<file path="config.mk">
export PLATFORM = sky130hd
export DESIGN_NAME = mss_supervisor
export DESIGN_NICKNAME = d
export VERILOG_FILES = /design/src/pkg/mss_pkg.sv /design/src/rtl/mss_run_timer.sv /design/src/rtl/mss_supervisor.sv
export SDC_FILE = /design/constraint.sdc
export NUM_CORES = 1
export LEC_CHECK = 0
export BUFFER_PORTS_ARGS = -buffer_cell sky130_fd_sc_hd__buf_2
export CELL_PAD_IN_SITES_DETAIL_PLACEMENT = 0
export CELL_PAD_IN_SITES_GLOBAL_PLACEMENT = 1
export CORE_ASPECT_RATIO = 1.1
export CORE_UTILIZATION = 30
export CTS_BUF_LIST = sky130_fd_sc_hd__clkbuf_8
export CTS_CLUSTER_SIZE = 20
export DETAILED_ROUTE_END_ITERATION = 8
export PLACE_DENSITY = 0.63
export SYNTH_ARGS = -nofsm -noshare
export SYNTH_HDL_FRONTEND = slang
export SYNTH_SLANG_ARGS = --single-unit
</file>
<file path="constraint.sdc">
create_clock -name clk -period 12.99 [get_ports clk]
set_input_delay 1.299 -clock clk [delete_from_list [all_inputs] [get_ports clk]]
set_output_delay 1.299 -clock clk [all_outputs]
set_load 0.01 [all_outputs]
</file>
<file path="src/pkg/mss_pkg.sv">
`default_nettype none
// Shared constants for the memory self-test run supervisor
package mss_pkg;
  // Width of the run timer and of the normal-time reference
  localparam int TIME_W        = 32;
  // Timeout threshold as percent of the normal time
  localparam int TIMEOUT_PCT   = 120;
  // Short-run threshold as percent of the normal time
  localparam int SHORT_PCT     = 80;
  // Divisor for percent arithmetic
  localparam int PCT_DIV       = 100;
  // Default retry limit before giving up
  localparam int MAX_RETRY     = 8;
  // Reset value of the retry counter
  localparam logic [7:0] RETRY_RST = 8'h00;

  // Supervisor states, one-hot
  typedef enum logic [4:0] {
    MSS_IDLE   = 5'b00001,
    MSS_LAUNCH = 5'b00010,
    MSS_WAIT   = 5'b00100,
    MSS_JUDGE  = 5'b01000,
    MSS_DONE   = 5'b10000
  } mss_state_e;
endpackage : mss_pkg
`default_nettype wire

</file>
<file path="src/rtl/mss_run_timer.sv">
`timescale 1ns/1ns
`default_nettype none
// Elapsed counter that advances only while run is high, cleared at launch, saturating
module mss_run_timer #(
  parameter int W = mss_pkg::TIME_W
) (
  input  wire logic         clk,
  input  wire logic         rst_n,
  input  wire logic         ce,
  input  wire logic         clear,
  input  wire logic         run,
  output logic [W-1:0]      count
);
  // Saturation guard
  wire atMax = &count;

  // Counts every enabled cycle while a run is in flight
  always_ff @(posedge clk or negedge rst_n)
  begin
    if (!rst_n)
      count <= '0;
    else if (ce)
    begin
      if (clear)
        count <= '0;
      else if (run && !atMax)
        count <= count + 1'b1;
    end
  end
endmodule : mss_run_timer
`default_nettype wire

</file>
<file path="src/rtl/mss_supervisor.sv">
`timescale 1ns/1ns
`default_nettype none
module mss_supervisor #(
  parameter int W         = mss_pkg::TIME_W,
  parameter int MAX_RETRY = mss_pkg::MAX_RETRY
) (
  input  wire logic         clk,
  input  wire logic         rst_n,
  input  wire logic         ce,
  input  wire logic         start,
  input  wire logic [W-1:0] normalTime,
  input  wire logic         testDone,
  input  wire logic         testPass,
  output logic              testLaunch,
  output logic              busy,
  output logic              resultValid,
  output logic              resultPass,
  output logic              timeoutErr,
  output logic              retryExhausted,
  output logic              shortRunSeen,
  output logic [7:0]        retryCount
);
  mss_pkg::mss_state_e state_r;
  mss_pkg::mss_state_e state_nxt;

  // Registered outputs and their next values
  logic       launch_r, launch_nxt;
  logic       valid_r, valid_nxt;
  logic       pass_r, pass_nxt;
  logic       tmo_r, tmo_nxt;
  logic       exh_r, exh_nxt;
  logic       short_r, short_nxt;
  logic [7:0] retryCount_r, retryCount_nxt;

  // Elapsed-time counter outputs and controls
  logic [W-1:0] elapsed;
  wire          timerClear = (state_r == mss_pkg::MSS_LAUNCH);
  wire          timerRun   = (state_r == mss_pkg::MSS_WAIT);

  // Thresholds derived from the reference, widened to avoid overflow
  wire [W+7:0] normWide  = {8'h00, normalTime};
  wire [W+7:0] elapWide  = {8'h00, elapsed};
  // Elapsed time scaled by the percent divisor
  wire [W+7:0] elapPct   = elapWide * (W+8)'(mss_pkg::PCT_DIV);
  // Limits scaled by percent, so no division is needed
  wire [W+7:0] limitHi   = normWide * (W+8)'(mss_pkg::TIMEOUT_PCT);
  wire [W+7:0] limitLo   = normWide * (W+8)'(mss_pkg::SHORT_PCT);
  // Timeout when elapsed exceeds 120% of normal
  wire         overTime  = (elapPct > limitHi);
  // Too short when elapsed below 80% of normal
  wire         tooShort  = (elapPct < limitLo);
  // Short passing result is a hidden non-execution
  wire         fakePass  = tooShort && testPass;
  // Another relaunch is still allowed
  wire         retryLeft = (retryCount_r < 8'(MAX_RETRY));

  // Run timer, counts without interruption during a run
  mss_run_timer #(
    .W (W)
  ) uTimer (
    .clk   (clk),
    .rst_n (rst_n),
    .ce    (ce),
    .clear (timerClear),
    .run   (timerRun),
    .count (elapsed)
  );

  // Next-state and output decision
  always_comb
  begin
    state_nxt      = state_r;
    launch_nxt     = 1'b0;
    valid_nxt      = valid_r;
    pass_nxt       = pass_r;
    tmo_nxt        = tmo_r;
    exh_nxt        = exh_r;
    short_nxt      = short_r;
    retryCount_nxt = retryCount_r;
    case (state_r)
      // Idle: results of the last request stay on show
      mss_pkg::MSS_IDLE:
      begin
        // New request clears previous results
        if (start)
        begin
          valid_nxt      = 1'b0;
          pass_nxt       = 1'b0;
          tmo_nxt        = 1'b0;
          exh_nxt        = 1'b0;
          short_nxt      = 1'b0;
          retryCount_nxt = mss_pkg::RETRY_RST;
          state_nxt      = mss_pkg::MSS_LAUNCH;
        end
      end
      // Launch: timer cleared while the pulse is issued
      mss_pkg::MSS_LAUNCH:
      begin
        // One-cycle launch pulse to the controller
        launch_nxt = 1'b1;
        state_nxt  = mss_pkg::MSS_WAIT;
      end
      // Wait: timer runs until completion or timeout
      mss_pkg::MSS_WAIT:
      begin
        // Completion is judged next cycle; timeout wins if it comes first
        if (testDone)
          state_nxt = mss_pkg::MSS_JUDGE;
        else if (overTime)
        begin
          // Run overran; abandon it
          tmo_nxt   = 1'b1;
          state_nxt = mss_pkg::MSS_DONE;
        end
      end
      // Judge: classify the finished run by its length
      mss_pkg::MSS_JUDGE:
      begin
        if (overTime)
        begin
          // Late completion counts as timeout
          tmo_nxt   = 1'b1;
          state_nxt = mss_pkg::MSS_DONE;
        end
        else if (tooShort)
        begin
          // Any short run is not executed; relaunch while allowed
          short_nxt = short_r | fakePass;
          if (retryLeft)
          begin
            // Relaunch and count the attempt
            retryCount_nxt = retryCount_r + 8'h01;
            state_nxt      = mss_pkg::MSS_LAUNCH;
          end
          else
          begin
            // Give up rather than loop forever
            exh_nxt   = 1'b1;
            state_nxt = mss_pkg::MSS_DONE;
          end
        end
        else
        begin
          // Properly timed run; latch valid with the controller's pass status
          valid_nxt = 1'b1;
          pass_nxt  = testPass;
          state_nxt = mss_pkg::MSS_DONE;
        end
      end
      // Done: flags latched, drop back to idle
      mss_pkg::MSS_DONE:
      begin
        state_nxt = mss_pkg::MSS_IDLE;
      end
      // Illegal code; recover to idle
      default:
      begin
        state_nxt = mss_pkg::MSS_IDLE;
      end
    endcase
  end

  // State and output registers, frozen while ce is low
  always_ff @(posedge clk or negedge rst_n)
  begin
    if (!rst_n)
    begin
      // Power-on: idle with every flag clear
      state_r      <= mss_pkg::MSS_IDLE;
      launch_r     <= 1'b0;
      valid_r      <= 1'b0;
      pass_r       <= 1'b0;
      tmo_r        <= 1'b0;
      exh_r        <= 1'b0;
      short_r      <= 1'b0;
      retryCount_r <= mss_pkg::RETRY_RST;
    end
    else if (ce)
    begin
      state_r      <= state_nxt;
      launch_r     <= launch_nxt;
      valid_r      <= valid_nxt;
      pass_r       <= pass_nxt;
      tmo_r        <= tmo_nxt;
      exh_r        <= exh_nxt;
      short_r      <= short_nxt;
      retryCount_r <= retryCount_nxt;
    end
  end

  // Busy flag registered alongside the state
  logic busy_r;
  always_ff @(posedge clk or negedge rst_n)
  begin
    if (!rst_n)
      busy_r <= 1'b0;
    else if (ce)
      busy_r <= (state_nxt != mss_pkg::MSS_IDLE);
  end

  // Outputs straight from flip-flops
  assign testLaunch     = launch_r;
  assign busy           = busy_r;
  assign resultValid    = valid_r;
  assign resultPass     = pass_r;
  assign timeoutErr     = tmo_r;
  assign retryExhausted = exh_r;
  assign shortRunSeen   = short_r;
  assign retryCount     = retryCount_r;
endmodule : mss_supervisor
`default_nettype wire

</file>
; Yosys cells after proc, flatten, opt, wreduce, memory -nomap -nowiden
; Index checks and enable logic that the tools add are counted.
[totals]
regBits = 52
latch_bits = 0
ramBits = 0
mem_bits_ro = 0
in_bits = 38
out_inout_bits = 15
wordCells = 76
mem_count = 0
[op_classes]
n_addsub = 2
mul = 3
n_div = 0
order_cmp = 3
n_eq_ne = 12
n_shift = 0
muxes = 32
n_bitwise = 1
reduce_logical = 13
[ops]
columns = op, n
row1 = two-way mux 32 bit, 2
row2 = > comparator 39 bit, 1
row3 = < comparator 39 bit, 1
row4 = multiplier 32 x 5 -> 37 bit (second input constant), 1
row5 = multiplier 32 x 4 -> 36 bit (second input constant), 1
row6 = multiplier 32 x 3 -> 35 bit (second input constant), 1
row7 = adder 32 x 1 -> 32 bit (second input constant), 1
row8 = two-way mux 8 bit, 4
row9 = AND reduction 32 bit, 1
row10 = two-way mux 5 bit, 6
row11 = one-hot mux 5 bit (4 select lines), 1
row12 = one-hot mux 8 bit (2 select lines), 1
row13 = inequality test 2 bit (second input constant), 7
row14 = two-way mux 1 bit, 13
row15 = AND reduction 6 bit, 2
row16 = AND reduction 5 bit, 2
row17 = adder 8 x 1 -> 8 bit (second input constant), 1
row18 = < comparator 8 x 4 -> 1 bit (second input constant), 1
row19 = one-hot mux 1 bit (2 select lines), 4
row20 = == test 5 x 1 -> 1 bit (second input constant), 1
row21 = == test 5 x 2 -> 1 bit (second input constant), 1
row22 = == test 5 x 3 -> 1 bit (second input constant), 1
row23 = == test 5 x 4 -> 1 bit (second input constant), 1
row24 = inequality test 5 x 1 -> 1 bit (second input constant), 1
row25 = 8 further kinds, 10

; Longest topological paths before layout
[depth]
ltp_word = 7
depth_mapped = 23
mapped_depth_nobuf = 23

; By module
; Synthesis repeated with hierarchy kept, for this count alone.
[unflattened]
hier_cells = 1501
hier_area_um2 = 12743.5
[modules_own_cells]
columns = mod, instances, cells_each, area_per_inst_um2, seq_area_each_um2
row1 = mss_supervisor, 1, 1275, 10649.0, 501.7
row2 = mss_run_timer, 1, 226, 2094.5, 800.8

; Worst setup path after synthesis
; No wires, ideal clock.
[synth_path]
path_type = input port to flip-flop
start = input port normalTime[10]
end = register retryCount_r[0] (netlist: retryCount[0])
setup_ps = 125
t_arrival_ps = 6182
t_required_ps = 12865
setup_slack_ps = 6683
cell_stages = 22
n_path_buf = 0
cell_sequence = inv_1 -> fa_1 -> fa_1 -> inv_1 -> ha_1 -> a211oi_1 -> o21ai_0 -> o2111ai_1 -> o211ai_2 -> a2111o_1 -> a211oi_2 -> o31ai_1 -> xnor2_1 -> ha_1 -> a21o_1 -> a21o_1 -> a21o_1 -> a211oi_1 -> and2_1 -> a21o_1 -> a31o_2 -> mux2_2
[synth_via]
elab_chain_cells = 4
elab_cells_between_ends = 7
cone_classes = mul: 2 / order compare: 2 / eq/ne: 2 / reduce/logical: 1
[synth_rtl]
columns = item, line_no
row1 = start: declaration, mss_supervisor.sv:11  ; input wire logic [W-1:0] normalTime,
row2 = multiplier 32 x 3 -> 35 bit or multiplier 32 x 4 -> 36 bit (tied branches), "mss_supervisor.sv:47, mss_supervisor.sv:46"
row3 = < comparator 39 bit or > comparator 39 bit (tied branches), "mss_supervisor.sv:51, mss_supervisor.sv:49"
row4 = inequality test 2 bit (no source line), --
row5 = AND reduction 6 bit (no source line) *, --
row6 = end signal: assignment, mss_supervisor.sv:176  ; retryCount_r <= mss_pkg::RETRY_RST;
row7 = end signal: assignment, mss_supervisor.sv:187  ; retryCount_r <= retryCount_nxt;
row8 = end: declaration, mss_supervisor.sv:33  ; logic [7:0] retryCount_r, retryCount_nxt;
; Mark *: on every way between the ends. The rest lies on a longest branch, timed or not.
; A chain may end at the register's enable or synchronous reset.

; Worst setup path in the final report
[layout_path]
start = register uTimer.count[0]
end = register retryCount_r[0] (netlist: retryCount[0])
[layout_via]
elab_chain_cells = 4
elab_cells_between_ends = 6
cone_classes = mul: 1 / order compare: 2 / eq/ne: 2 / reduce/logical: 1
[layout_rtl]
columns = item, line_no
row1 = start: declaration, mss_run_timer.sv:12  ; output logic [W-1:0] count
row2 = start signal: assignment, mss_run_timer.sv:27  ; count <= count + 1'b1;
row3 = multiplier 32 x 5 -> 37 bit *, mss_supervisor.sv:44  ; wire [W+7:0] elapPct = elapWide * (W+8)'(mss_pkg::PCT_DIV);
row4 = < comparator 39 bit or > comparator 39 bit (tied branches), "mss_supervisor.sv:51, mss_supervisor.sv:49"
row5 = inequality test 2 bit (no source line), --
row6 = AND reduction 6 bit (no source line) *, --
; Marks and branches as above.

==> summary.md <==
| Metric | Value |
|---|---|
| Post-Syn Instances | 1477 |
| Synth Net Count | 1875 |
| I/O pin count | 53 |
| # port buffers | 52 |
| H-tree level count | 2 |
| Die W | 197 µm |
| Gr usage total | 14.3% |
| Asr flop ratio synth | between 90% and 100% |
| Largest net degree at the start of global routing | 53 |
| Register area share after synthesis | 10.4% |
| Synth area leaders | ha_1 (27%), fa_1 (14%), dfrtp_1 (10%), inv_1 (7.1%), xnor2_1 (4.3%) |
| Fmax achieved | 140 MHz |
| Synth top area share | 27.1% |
| Area of the multi-input gates | 10300 µm² |
| Max_slew headroom | 48.0% |
| Routability cong. | 0.794 |
| Synth cell types | between 80 and 90 |
| Crit path capture type | register |
| GRT overflow | 0 |
| Global-route wire length before repair | 50000 µm |
| Fin crit share | between 50% and 60% |
| Synth Register Bits | 52 |
| Placeable core area | 41200 µm² |
| Post-DP HPWL | 26400 µm |
| Antenna diodes | 0 |
| Layout Skew | around 0.021 ns |
| Post-synth EDFFs | 0 |
| CTS Sinks | 52 |
| Clk Latency, worst-skew pair | 0.32 ns |
| Hold Crit Depth | 1 |
| Vias per inst | 4.95 |
| Clk pin slew, worst setup/hold paths | 0.10 ns |
| Fin crit period | 7.16 ns |
| Final hold vios | 0 |
| Post-CTS Setup Bufs | 0 |
| Worst Hold Class | reg2reg |
| Drt total wl | 29900 µm |
| Layout area overhead | 8.41% |
| Max-cap viol count | 0 |
| Slew Limit Fails | 0 |
| Yosys warns | 0 |
| Status | finished, final reports clean |
| Worst-Margin Slew | 0.760 ns |
| Initial antenna violation count | 0 |
| Fin Setup TNS | 0 ns |
| Die height | 216 µm |
| Type of the worst setup path | reg2reg |
| Total of fill cells in the finished design | 4411 |
| Layout cells sized above 1 | 6.34% |
| Die area | 42600 µm² |
| Post-DRT Antenna Nets | 0 |
| Total vias in the final route | 10339 |
| Synth top cells by count | ha_1 (271), inv_1 (238), a21oi_1 (108), fa_1 (89), nand2_1 (89) |
| DRC errors left | 0 |
| Final setup violation count | 0 |
| Main synth FF type | dfrtp_1 |
| Cell row count | 78 |
| Num CTS Buffers | 5 |
| CTS tree | done |
| Crit-path max FO | 8 |
| Synth area leader | ha_1 |
| Iter 0 DRT Violations | 437 |
| RSZ-0062 raised after global routing | no |
| Initial core utilization | approximately 30% |
| Hold-fix buffers at CTS | 0 |
| Startpoint Class | register |
| Root Buffer | clkbuf_8 |
| Max Buffers Root-to-Sink | 2 |
| Avg Inst Size Synth | 8.48 µm² |
| Drt pass-1 iters | 5 |
| CP required | about 13 ns |
| Synth Cell Area | between 10000 and 15000 µm² |
| Worst r2r path cells | 22 |
| DR WL/cell | 14.3 µm |
| CP arrival | 7.37 ns |
| Final Net Count | 1927 |
| Most common cell in the netlist | ha_1 |
| Number of global-route vias before repair | 10228 |
| Post-cts sizing count | 0 |
| FF/Latch Area | ~1300 µm² |
==> flip-flops by register name, summed over array words and instances (netlist names) <==
signal,flops
resultPass,1
testLaunch,1
uTimer.count,32
timeoutErr,1
retryExhausted,1
retryCount,8
state_r,5
resultValid,1
busy,1
shortRunSeen,1
==> worst max-delay path, cell delays in order, from the launching register on <==
cell and delay (ns):
dfrtp_1 0.64, ha_1 0.46, ha_1 0.31, ha_1 0.33
fa_1 0.49, a211oi_1 0.36, o21ai_1 0.20, nand3_1 0.13
a31o_2 0.21, a21o_1 0.19, o2bb2ai_1 0.22, o21ai_1 0.18
a311oi_1 0.48, ha_1 0.34, a21oi_1 0.15, o21ai_0 0.16
a2111oi_0 0.39, buf_4 0.22, o21ai_0 0.23, o21ai_1 0.56
and2_1 0.25, a31o_2 0.22, mux2_2 0.34
==> path summary, 6_finish.rpt <==
path / start / slack [ns] / to
min in group asynchronous: rst_n / 1.10 / uTimer.count[26]$_DFFE_PN0P_
worst max register to register: uTimer.count[0]$_DFFE_PN0P_ / 5.83 / retryCount[0]$_DFFE_PN0P_
worst min-delay path: testLaunch$_DFFE_PN0P_ / 0.48 / testLaunch$_DFFE_PN0P_
worst min register to register: testLaunch$_DFFE_PN0P_ / 0.48 / testLaunch$_DFFE_PN0P_
max in group asynchronous: rst_n / 11.41 / uTimer.count[9]$_DFFE_PN0P_
worst max-delay path: uTimer.count[0]$_DFFE_PN0P_ / 5.83 / retryCount[0]$_DFFE_PN0P_
==> layout make-up <==
type,instances,area share [%]
Inverter,238,6.58
Clock inverter,3,0.313
Tap cell,560,5.16
Multi-Input combinational cell,1177,75.8
Sequential cell,52,9.59
Timing Repair Buffer,55,2.08
Clock buffer,5,0.507
==> placed cells by master, fill, tap and decap left out, drive strengths merged, types with 6 or more instances in the layout <==
master,Yosys,layout
o21bai,12,12
fa,89,89
o21ai,76,76
xor2,42,42
nand4,20,20
nand2,89,89
or2,6,6
nor2,81,81
a21o,43,43
o31ai,10,10
a211oi,22,22
and2,14,14
and3,19,19
a21oi,109,109
nand2b,11,11
ha,271,271
inv,238,240
buf,2,55
and4,6,6
nor3,18,18
xnor2,62,62
dfrtp,51,51
nor2b,9,9
nand3,38,38
o21a,15,15
a31oi,13,13
nor4,10,10
==> routing by layer <==
| layer | global-route usage, % | wire length, µm |
|---|---|---|
| met1 | 18.9 | 14300 |
| met2 | 26.2 | 15000 |
| met3 | 0.871 | 380 |
| met4 | 1.11 | 144 |
| met5 | 0 | 0 |
==> cells by family after synthesis <==
kind of cell    Yosys count  share of synthesized area, %
compound gates          364                          19.2
fa+ha+maj               360                          41.3
simple gates            343                          13.9
buf+inv                 248                          7.46
xor+xnor                104                          7.27
flops                    52                          10.4
mux                       6                         0.499
==> stage by stage <==
step	std cells	hold slack [ns]	utilization (%)	cell area (µm²)	worst slack, ns
after global routing	2090	0.510	33.0	13600	5.50
after floorplan	1477	0.510	-	12500	6.68
after global placement	2082	0.466	32.7	13500	5.68
after detailed placement	2082	0.469	32.7	13500	5.57
after CTS	2090	0.490	33.0	13600	5.89
final	2090	0.483	33.0	13600	5.83
Power is not shown: default switching activity piles up to over one toggle a cycle in this logic, so the estimate is an artifact.
